==> config.mk <==
export PLATFORM = sky130hd
export DESIGN_NAME = std_timer
export DESIGN_NICKNAME = d
export VERILOG_FILES = /design/src/rtl/timer_pkg.sv /design/src/rtl/std_timer.sv
export VERILOG_INCLUDE_DIRS = /design/src /design/src/rtl
export SDC_FILE = /design/constraint.sdc
export NUM_CORES = 1
export LEC_CHECK = 0
export ABC_AREA = 1
export ABC_CLOCK_PERIOD_IN_PS = 2400
export BUFFER_PORTS_ARGS = -buffer_cell sky130_fd_sc_hd__buf_4
export CORE_UTILIZATION = 45
export DETAILED_ROUTE_END_ITERATION = 10
export GPL_ROUTABILITY_DRIVEN = 1
export PLACE_DENSITY = 0.68
export SYNTH_ARGS = -nofsm -noshare
export SYNTH_HDL_FRONTEND = slang
export SYNTH_SLANG_ARGS = --single-unit
==> constraint.sdc <==
create_clock -name sys_clk -period 2.4 [get_ports sys_clk]
set_input_delay 0.12 -clock sys_clk [delete_from_list [all_inputs] [get_ports sys_clk]]
set_output_delay 0.12 -clock sys_clk [all_outputs]
set_load 0.02 [all_outputs]
==> src/rtl/timer_map.svh <==
// Register map, field positions and constants of the compare/PWM timer
`ifndef TIMER_MAP_SVH
`define TIMER_MAP_SVH

// Register word indices; byte address is four times the index
`define IDX_CTRL0     4'h0
`define IDX_CTRL1     4'h1
`define IDX_CNT_LO    4'h2
`define IDX_CNT_HI    4'h3
`define IDX_CMPA_LO   4'h4
`define IDX_CMPA_HI   4'h5
`define IDX_CMPP      4'h6
`define IDX_STATUS    4'h7

// Control 0 fields
`define C0_PAUSE      7
`define C0_RUN        3
`define C0_WMASK      8'hF8

// Control 1 fields
`define C1_CCLR       0
`define C1_SWAP       1
`define C1_INV        2
`define C1_OC         3

// Status fields, write one to clear
`define ST_FLAG_A     0
`define ST_FLAG_P     1

// Mode and clock select encodings
`define MODE_CMP      2'h0
`define MODE_PWM      2'h2
`define MODE_TC       2'h3
`define CK_SYS4       3'h0
`define CK_SYS        3'h1
`define CK_H16        3'h2
`define CK_H64        3'h3
`define CK_SUB        3'h4
`define CK_H8         3'h5
`define CK_EXT_R      3'h6
`define CK_EXT_F      3'h7

`endif

==> src/rtl/timer_pkg.sv <==
// Types of the compare/PWM timer
package timer_pkg;

	// Avalon-MM request towards the slave
	typedef struct packed {
		logic [5:0]  address;
		logic        read;
		logic        write;
		logic [31:0] writedata;
	} avl_req_t;

	// Whole state of the timer
	typedef struct packed {
		logic [7:0]  ctrl0;
		logic [7:0]  ctrl1;
		logic [15:0] cmpa;
		logic [7:0]  cmpp;
		logic        flag_a;
		logic        flag_p;
		logic [15:0] cnt;
		logic        run_d;
		logic [5:0]  pre;
		logic [2:0]  ext_s;
		logic [2:0]  sub_s;
		logic        pin_lvl;
		logic        pin_out;
		logic        pin_oe;
		logic        waitreq;
		logic [31:0] rdata;
	} timer_state_t;

endpackage

==> src/rtl/std_timer.sv <==
// Sixteen-bit count-up timer with compare, PWM and Avalon-MM registers
//
// Decided for this implementation: the address map and the Avalon-MM register port.
`timescale 1ns/10ps
`default_nettype none
`include "timer_map.svh"

module std_timer (
	// Clock and reset
	input  wire logic             sys_clk,
	input  wire logic             sys_rst,
	// Avalon-MM slave
	input  wire timer_pkg::avl_req_t avl_req,
	output logic [31:0]           avl_readdata,
	output logic                  avl_waitrequest,
	// Timer pins
	input  wire logic             ext_clock_pin,
	input  wire logic             sub_clock_pin,
	output logic                  timer_output_pin,
	output logic                  timer_output_oe
);

	// ==========================================
	// State
	// ==========================================
	timer_pkg::timer_state_t q_reg;
	timer_pkg::timer_state_t q_next;

	// Decoded control fields
	logic       run;
	logic       count_pause;
	logic [2:0] clock_select;
	logic [1:0] op_mode;
	logic [1:0] pin_action;
	logic       output_initial_level;
	logic       output_invert;
	logic       period_duty_swap;
	logic       clear_source_select;

	// Datapath terms
	logic        start;
	logic        tick;
	logic        active;
	logic [16:0] inc;
	logic        hit_a;
	logic        hit_p;
	logic        clr;
	logic [16:0] duty;
	logic [16:0] period;
	logic        pwm_on;
	logic        is_pwm;
	logic [3:0]  idx;
	logic        acc;

	// ==========================================
	// Field decode
	// ==========================================
	assign run                  = q_reg.ctrl0[`C0_RUN];
	assign count_pause          = q_reg.ctrl0[`C0_PAUSE];
	assign clock_select         = q_reg.ctrl0[6:4];
	assign op_mode              = q_reg.ctrl1[7:6];
	assign pin_action           = q_reg.ctrl1[5:4];
	assign output_initial_level = q_reg.ctrl1[`C1_OC];
	assign output_invert        = q_reg.ctrl1[`C1_INV];
	assign period_duty_swap     = q_reg.ctrl1[`C1_SWAP];
	assign clear_source_select  = q_reg.ctrl1[`C1_CCLR];
	assign is_pwm               = (op_mode == `MODE_PWM);

	// Run rising edge, seen one cycle after the write
	assign start = run && !q_reg.run_d;

	// ==========================================
	// Clock source selection
	// ==========================================
	// Prescaler taps and synchronised pin edges all become one-cycle ticks,
	// so the counter stays in the system domain. Stage 0 of each pin
	// synchroniser feeds stage 1 only; edges compare stages 1 and 2.
	always_comb begin
		case (clock_select)
			`CK_SYS4: tick = (q_reg.pre[1:0] == 2'h3);
			`CK_SYS:  tick = 1'b1;
			`CK_H16:  tick = (q_reg.pre[3:0] == 4'hF);
			`CK_H64:  tick = (q_reg.pre == 6'h3F);
			`CK_SUB:  tick = q_reg.sub_s[1] && !q_reg.sub_s[2];
			`CK_H8:   tick = (q_reg.pre[2:0] == 3'h7);
			`CK_EXT_R: tick = q_reg.ext_s[1] && !q_reg.ext_s[2];
			`CK_EXT_F: tick = !q_reg.ext_s[1] && q_reg.ext_s[2];
			default:  tick = 1'b0;
		endcase
	end

	// Counter advances only while running and not paused
	assign active = run && !count_pause && !start && tick;

	// ==========================================
	// Comparators
	// ==========================================
	// Matches look at the value the counter is about to take, so the
	// period is exactly compare-P times 256 counts.
	assign inc = {1'b0, q_reg.cnt} + 17'h00001;

	// P matches its byte in the top byte with the low byte zero; zero means the natural wrap
	assign hit_p = (q_reg.cmpp == 8'h00) ? inc[16] :
		(inc[15:0] == {q_reg.cmpp, 8'h00});

	// A compares all bits; zero never matches, the wrap is silent
	assign hit_a = (q_reg.cmpa != 16'h0000) &&
		(inc[15:0] == q_reg.cmpa);

	// Clear source: swap bit in PWM, clear select otherwise
	always_comb begin
		if (is_pwm) begin
			clr = period_duty_swap ? hit_a : hit_p;
		end else begin
			clr = clear_source_select ? hit_a : hit_p;
		end
	end

	// ==========================================
	// PWM period and duty
	// ==========================================
	always_comb begin
		if (period_duty_swap) begin
			period = (q_reg.cmpa == 16'h0000) ? 17'h10000 :
				{1'b0, q_reg.cmpa};
			duty   = (q_reg.cmpp == 8'h00) ? 17'h10000 :
				{1'b0, q_reg.cmpp, 8'h00};
		end else begin
			period = (q_reg.cmpp == 8'h00) ? 17'h10000 :
				{1'b0, q_reg.cmpp, 8'h00};
			duty   = {1'b0, q_reg.cmpa};
		end
	end

	// Counter never reaches the period, so duty at or above it is always on
	assign pwm_on = ({1'b0, q_reg.cnt} < duty);

	// ==========================================
	// Bus decode
	// ==========================================
	// Request is taken on the edge where waitrequest is seen low
	assign idx = avl_req.address[5:2];
	assign acc = (avl_req.read || avl_req.write) && !q_reg.waitreq;

	// ==========================================
	// Next state
	// ==========================================
	always_comb begin
		q_next = q_reg;

		// Free-running prescaler and pin synchronisers
		q_next.pre   = q_reg.pre + 6'h01;
		q_next.ext_s = {q_reg.ext_s[1:0], ext_clock_pin};
		q_next.sub_s = {q_reg.sub_s[1:0], sub_clock_pin};
		q_next.run_d = run;

		// Counter: no software write path exists
		if (start) begin
			q_next.cnt = 16'h0000;
		end else if (active) begin
			q_next.cnt = clr ? 16'h0000 : inc[15:0];
		end

		// Match flags; counting goes on whatever the pin does
		if (active && hit_a) begin
			q_next.flag_a = 1'b1;
		end
		if (active && hit_p && (is_pwm || !clear_source_select)) begin
			q_next.flag_p = 1'b1;
		end

		// Compare mode pin level
		if (start) begin
			q_next.pin_lvl = output_initial_level;
		end else if (active && hit_a && !is_pwm) begin
			case (pin_action)
				2'h1:    q_next.pin_lvl = 1'b0;
				2'h2:    q_next.pin_lvl = 1'b1;
				2'h3:    q_next.pin_lvl = !q_reg.pin_lvl;
				default: q_next.pin_lvl = q_reg.pin_lvl;
			endcase
		end

		// Pin drive; timer mode and the undefined mode leave it free
		q_next.pin_oe = run &&
			((op_mode == `MODE_CMP) || is_pwm);
		if (is_pwm) begin
			case (pin_action)
				2'h1:    q_next.pin_out = output_initial_level;
				2'h2:    q_next.pin_out = pwm_on ?
					output_initial_level : !output_initial_level;
				default: q_next.pin_out = !output_initial_level;
			endcase
			q_next.pin_out = q_next.pin_out ^ output_invert;
		end else begin
			q_next.pin_out = q_next.pin_lvl ^ output_invert;
		end

		// Avalon handshake: one wait cycle, then the answer
		q_next.waitreq = !((avl_req.read || avl_req.write) && q_reg.waitreq);
		case (idx)
			`IDX_CTRL0:   q_next.rdata = {24'h0, q_reg.ctrl0};
			`IDX_CTRL1:   q_next.rdata = {24'h0, q_reg.ctrl1};
			`IDX_CNT_LO:  q_next.rdata = {24'h0, q_reg.cnt[7:0]};
			`IDX_CNT_HI:  q_next.rdata = {24'h0, q_reg.cnt[15:8]};
			`IDX_CMPA_LO: q_next.rdata = {24'h0, q_reg.cmpa[7:0]};
			`IDX_CMPA_HI: q_next.rdata = {24'h0, q_reg.cmpa[15:8]};
			`IDX_CMPP:    q_next.rdata = {24'h0, q_reg.cmpp};
			`IDX_STATUS:  q_next.rdata = {30'h0, q_reg.flag_p, q_reg.flag_a};
			default:      q_next.rdata = 32'h0000_0000;
		endcase

		// Register writes; counter registers ignore them
		if (acc && avl_req.write) begin
			case (idx)
				`IDX_CTRL0: q_next.ctrl0 = avl_req.writedata[7:0] & `C0_WMASK;
				`IDX_CTRL1: q_next.ctrl1 = avl_req.writedata[7:0];
				`IDX_CMPA_LO: q_next.cmpa[7:0] = avl_req.writedata[7:0];
				`IDX_CMPA_HI: q_next.cmpa[15:8] = avl_req.writedata[7:0];
				`IDX_CMPP:  q_next.cmpp = avl_req.writedata[7:0];
				`IDX_STATUS: begin
					// Set wins over a clear in the same cycle
					if (avl_req.writedata[`ST_FLAG_A] && !(active && hit_a)) begin
						q_next.flag_a = 1'b0;
					end
					if (avl_req.writedata[`ST_FLAG_P] && q_reg.flag_p &&
						!(active && hit_p)) begin
						q_next.flag_p = 1'b0;
					end
				end
				default: q_next.cmpp = q_reg.cmpp;
			endcase
		end
	end

	// ==========================================
	// State register
	// ==========================================
	always_ff @(posedge sys_clk) begin
		if (sys_rst) begin
			q_reg <= '0;
			q_reg.waitreq <= 1'b1;
		end else begin
			q_reg <= q_next;
		end
	end

	// Outputs straight from the state register
	assign avl_readdata     = q_reg.rdata;
	assign avl_waitrequest  = q_reg.waitreq;
	assign timer_output_pin = q_reg.pin_out;
	assign timer_output_oe  = q_reg.pin_oe;
endmodule
`default_nettype wire

==> reports/results.ini, run 1 <==
[timing]
worst_pin_slew_ns = 0.821
relSlewSlack_pct = 43.9
slew_violations = 0
hold_viol = 0
period_share_pct = 105
fmax_mhz = 398
setup_slack_ns = -0.110
rsz0062_at_grt = true
setup_viol = 17
hold_ws_ns = 0.0682
setup-tns-final_ns = -1.43
fin_crit_ns = 2.51
fin_skew_ns = 0.0104

[logic_synthesis]
synth_edf_count = 0
syn-cell-area_sq_um = 4980
synthMuxAreaShare_pct = 0
yosys_most_used_dff = dfxtp_1
synth_xor_area_share_pct = 1.58
yosysSeqAreaShare_pct = 32.2
synthSimpleGateAreaFrac_pct = 29.5
synth_area_per_cell_sq_um = 6.69
synthCells = 744
synth_fa_ha_area_share_pct = 5.03
synth_top_family_by_area = simple AND/OR/NAND/NOR gates
async_flop_share_pct = 0
ys_seq_elements = 80
synth_cell_types = 42
synth_compound_area_share_pct = 18.5
yosysWarnings = 0

[die]
start_util_pct = 46.1
design.core.area_sq_um = 10800
die_x_um = 107
ioPinCount = 79
die-area_sq_um = 11500
die_h_um = 107
row_count = 38

[cts]
ctsHtreeMaxLevel = 3
tritoncts.num_buffers = 9
clk_pin_slew_ns = 0.09
cts_root_buf = clkbuf_8
cts_tree = yes
cts_sinks = 80
cts_max_path_buffers = 2
insertion_delay_ns = 0.38

[final_layout]
instances_no_fill = 966
area_delta_synth_final_pct = 22.0
final_cell_mix = 152 x nand2_1, 84 x inv_1, 83 x buf_4, 70 x a21oi_1, 70 x dfxtp_1
layout_commonest_cell = nand2_1
largest_reg_flops = 52
nFillCells = 1087
antenna_cells = 0
drive_gt1_share_pct = 21.4
finalNetCount = 885

[hold_path]
min_path_type = in -> reg

[drt]
dr.pass1.iters = 5
drt_iter0_markers = 483
antenna_left = 0
detail_route.wl_per_cell_um = 17.7
vias = 5334
vias_per_cell = 5.52
drc_errors = 0
drt_wl_total_mm = 17.1

[placement]
numPortBuffers = 28
gp_congestion = 1.01
dp.cells = 935
hpwlAfterDp_mm = 13.1

[worst_setup_path]
cp-end-kind = flip-flop
start_kind = flip-flop
worstPathRequired_ns = 2.64
cp_data_arrival_time_ns = 2.75
path_class = reg -> reg
path_max_fanout = 8

[power_and_ir_drop]
clkPwrFrac_pct = 40.6
switchingPower_uw = 722
p_leak_nw = 2.59
sw_frac_of_total_pct = 27.3
combinationalPowerShare_pct = 8.4
total_power_mw = 2.65
powerDensity_nw_per_um2 = 436
p_int_mw = 1.92
ir_drop_mv = 0.326
seqPwrFrac_pct = 51.0

[outcome]
outcome = complete, but fails checks
violations = setup timing

[global_route]
grt_pass1_vias = 4938
gr-total-overflow = 0
grt_max_degree = 36
grt_antenna_before_repair = 0
grt_pass1_wl_mm = 26.1
grt_util_all_layers_pct = 30.5

[flow_run]
drv_cap = 0

==> cell usage after synthesis (8+ instances only) <==
master / n / area (sq um)
ha_1: 20 / 250
nand2_1: 165 / 619
nand3_1: 59 / 295
buf_4: 33 / 248
o22ai_1: 19 / 119
clkbuf_1: 13 / 48.8
o21ai_0: 56 / 280
nor3_1: 8 / 40.0
a21oi_1: 72 / 360
nor2_1: 65 / 244
nand4_1: 12 / 75.1
dfxtp_1: 80 / 1600
inv_1: 84 / 315
==> final timing paths <==
check,from,end,slack (ns),cells past startpoint
hold / removal,avl_req[0],q_reg[83],0.07,3
hold reg to reg,q_next[40],q_next[41],0.41,2
setup reg to reg,q_reg[50],q_reg[50],-0.11,13
setup / recovery,q_reg[50],q_reg[50],-0.11,13
==> metal layers <==
metal / share of wire [%] / wire length [um] / vias up / GRT usage (%)
li1: - / - / 2585 / -
met2: 45 / 7720 / 232 / 47.8
met5: 0 / 0 / - / 0
met1: 45 / 7640 / 2472 / 40.3
met4: 3.6 / 609 / 0 / 13.7
met3: 6.6 / 1120 / 45 / 6.02
==> kinds of logic after synthesis <==
logic type      count (synthesis)
xor+xnor                        7
simple gates                  332
flops                          80
fa+ha+maj                      20
other cells                     1
buf+inv                       137
compound gates                167
==> power by group through the flow <==
stage	clock network [mW]	logic, mW	registers, mW
after floorplan	0	0.158	1.38
after global placement	0	0.203	1.38
after detailed placement	0	0.206	1.38
after CTS	1.09	0.215	1.35
after global routing	1.14	0.243	1.35
final	1.07	0.221	1.35
==> metrics by stage <==
step	setup slack (ns)	utilization (%)	instance area, sq um
after floorplan	0.0861	-	5060
after global placement	-0.0598	51.1	5510
after detailed placement	-0.0769	51.1	5510
after CTS	0.000572	53.8	5800
after global routing	-0.223	56.3	6070
final	-0.110	56.3	6070
==> critical path: stages (launching register included) <==
cell	delay (ns)
dfxtp_2	0.37
ha_4	0.17
nand2_4	0.06
nor2_4	0.18
nand4_1	0.24
nand2_2	0.17
buf_4	0.11
o22ai_1	0.07
a211oi_2	0.30
nand4_1	0.21
o21ai_4	0.14
nand2_4	0.17
nand3_2	0.10
a21oi_1	0.07
==> final cells by class <==
type                    instances  area (sq um)  share of cell area, %
multi-input cells             551          3010                   49.6
flip-flops and latches         80          1620                   26.7
repair buffers                 92           728                   12.0
inverters                      87           332                   5.46
clock buffers                  11           141                   2.33
clock inverters                 5          65.1                   1.07
well taps                     140           175                   2.88
==> what timing repair did <==
action | CTS | global route
cloned | 1 | 1
endpoints found under the hold margin | 3 | 0
resized for setup | 15 | 56
pin swaps | 4 | 26
buffers inserted | 1 | 8
hold buffers | 4 | 0
setup endpoints to repair | 17 | 19
No activity file was read; power rests on OpenSTA's default activity.
==> run 2: changes to the inputs <==
--- a/config.mk
+++ b/config.mk
@@ -13,6 +13,7 @@
 export DETAILED_ROUTE_END_ITERATION = 10
 export GPL_ROUTABILITY_DRIVEN = 1
 export PLACE_DENSITY = 0.68
+export RECOVER_POWER = 50
 export SYNTH_ARGS = -nofsm -noshare
 export SYNTH_HDL_FRONTEND = slang
 export SYNTH_SLANG_ARGS = --single-unit
==> run 2 against run 1 <==
Compared with the run above:
- the flow still finishes with violations (setup timing)
- clock-buffer cell count unchanged
- cell area down 0.87%
- die area unchanged
==> reports/results.ini, run 2 (synthesized netlist as in run 1, its figures left out) <==
[outcome]
outcome = complete, but fails checks
violations = setup timing

[drt]
antenna_left = 0  ; unchanged
drc_errors = 0  ; unchanged
drt_wl_total_mm = 17.1  ; about the same
drt_iter0_markers = 472  ; -2.3%
vias = 5326  ; -0.15%
detail_route.wl_per_cell_um = 17.7  ; about the same
vias_per_cell = 5.51  ; -0.15%
dr.pass1.iters = 6  ; +1

[timing]
hold_viol = 0  ; unchanged
setup-tns-final_ns = -1.40  ; +0.0305 ns
setup_viol = 17  ; unchanged
fin_skew_ns = 0.00910  ; -0.00133 ns
relSlewSlack_pct = 42.5  ; -1.3 points
fmax_mhz = 398  ; about the same
rsz0062_at_grt = true
worst_pin_slew_ns = 0.840  ; +0.0194 ns
period_share_pct = 105  ; about the same
slew_violations = 0  ; unchanged
fin_crit_ns = 2.51  ; -0.000235 ns
setup_slack_ns = -0.110  ; +0.000235 ns

[die]
ioPinCount = 79  ; unchanged
start_util_pct = 46.1  ; unchanged
die-area_sq_um = 11500  ; unchanged
row_count = 38  ; unchanged
design.core.area_sq_um = 10800  ; unchanged
die_h_um = 107  ; unchanged
die_x_um = 107  ; unchanged

[final_layout]
final_cell_mix = 152 x nand2_1, 84 x inv_1, 70 x a21oi_1, 70 x dfxtp_1, 66 x buf_4
largest_reg_flops = 52  ; unchanged
instances_no_fill = 966  ; unchanged
antenna_cells = 0  ; unchanged
drive_gt1_share_pct = 19.7  ; -1.7 points
area_delta_synth_final_pct = 21.0
layout_commonest_cell = nand2_1
finalNetCount = 885  ; unchanged

[placement]
dp.cells = 935  ; unchanged
gp_congestion = 1.01  ; unchanged
numPortBuffers = 28  ; unchanged
hpwlAfterDp_mm = 13.1  ; unchanged

[worst_setup_path]
cp_cell_sequence = ha_4 -> nand2_4 -> nor2_4 -> nand4_1 -> nand2_2 -> buf_4 -> o22ai_1 -> a211oi_2 -> nand4_1 -> o21ai_4 -> nand2_4 -> nand3b_1 -> a21oi_1
cp-end-kind = flip-flop
ff2ff_setup_slack_ns = -0.11  ; about the same
worstPathRequired_ns = 2.65  ; about the same
start_kind = flip-flop
critical_path.top_delay_family = simple AND/OR/NAND/NOR gates
path_class = reg -> reg
path_max_fanout = 8  ; unchanged
cp_data_arrival_time_ns = 2.76  ; about the same
crit_buf_inv = 1  ; unchanged
worstReg2RegEnd = q_reg[64]
timing.rr.start = q_reg[50]
slowest_delay_ns = 0.37  ; about the same
rr_worst_depth = 13  ; unchanged
slowest_stage = dfxtp_2

[hold_path]
min_from = avl_req[0]
min_path_cells = 3  ; unchanged
worstHoldEndpoint = q_reg[67]
min_path_type = in -> reg

[cts]
cts_sinks = 80  ; unchanged
clk_pin_slew_ns = 0.09  ; about the same
cts_tree = yes
ctsHtreeMaxLevel = 3  ; unchanged
cts_root_buf = clkbuf_8
insertion_delay_ns = 0.38  ; about the same
cts_max_path_buffers = 2  ; unchanged
tritoncts.num_buffers = 9  ; unchanged

[global_route]
grt_antenna_before_repair = 0  ; unchanged
grt_util_all_layers_pct = 30.5  ; unchanged
grt_pass1_wl_mm = 26.1  ; unchanged
gr-total-overflow = 0  ; unchanged
grt_max_degree = 36  ; unchanged
grt_pass1_vias = 4938  ; unchanged

[power_and_ir_drop]
ir_drop_mv = 0.326  ; +0.10%
p_leak_nw = 2.53  ; -2.3%
powerDensity_nw_per_um2 = 439  ; +0.83%

[flow_run]
drv_cap = 0  ; unchanged

run 2: worst max-delay path by stage:
stage                           from                to  slack [ns]  cells past startpoint
finish                     q_reg[50]         q_reg[64]       -0.11                     13
global route               q_reg[50]         q_reg[51]       -0.22                     14
CTS                        q_reg[50]         q_reg[64]      0.0006                     14
detailed placement         q_reg[49]         q_reg[51]       -0.08                     14
global placement    period_duty_swap  timer_output_pin       -0.06                     17
floorplan           period_duty_swap  timer_output_pin        0.09                     15
run 2: area by class of cell:
type / instances / area, sq um
fillers: 1104 / 4770
multi-input cells: 551 / 3010
clock inverters: 5 / 65.1
flip-flops and latches: 80 / 1620
inverters: 87 / 332
repair buffers: 92 / 676
clock buffers: 11 / 141
well taps: 140 / 175
run 2: layer usage:
layer | share of wire (%) | up-vias | routed length (um) | GRT usage, %
met5 | 0 | - | 0 | 0
met4 | 3.4 | 0 | 575 | 13.7
met3 | 8.0 | 39 | 1370 | 6.02
met2 | 45 | 250 | 7720 | 47.8
met1 | 43 | 2451 | 7430 | 40.3
li1 | - | 2586 | - | -
run 2: repair_timing:
action,4_1_cts,5_1_grt
cloned,1,1
pin swaps,4,26
hold buffers,4,0
gates resized for setup,15,56
buffers inserted,1,8
hold endpoints to repair,3,0
endpoints found under the setup margin,17,19
run 2: worst register-to-register path: stages, from the launching register on:
cell,delay [ns]
dfxtp_2,0.37
ha_4,0.17
nand2_4,0.06
nor2_4,0.18
nand4_1,0.24
nand2_2,0.17
buf_4,0.11
o22ai_1,0.07
a211oi_2,0.30
nand4_1,0.21
o21ai_4,0.15
nand2_4,0.17
nand3b_1,0.12
a21oi_1,0.06
run 2: power breakdown:
| part | switching (mW) | internal (mW) |
|---|---|---|
| Clock | 0.558 | 0.519 |
| Combinational | 0.155 | 0.0627 |
| Sequential | 0.0107 | 1.34 |
run 2: metrics by stage:
stage          setup WS (ns)  power, mW  hold slack (ns)  instance area, sq um  utilization, %
2_1_floorplan         0.0861       1.54            0.227                  5060               -
3_3_place_gp         -0.0598       1.59            0.319                  5510            51.1
3_5_place_dp         -0.0769       1.59            0.341                  5510            51.1
4_1_cts             0.000572       2.65           0.0493                  5800            53.8
5_1_grt               -0.223       2.73           0.0682                  6020            55.8
6_report              -0.110       2.65           0.0608                  6020            55.8
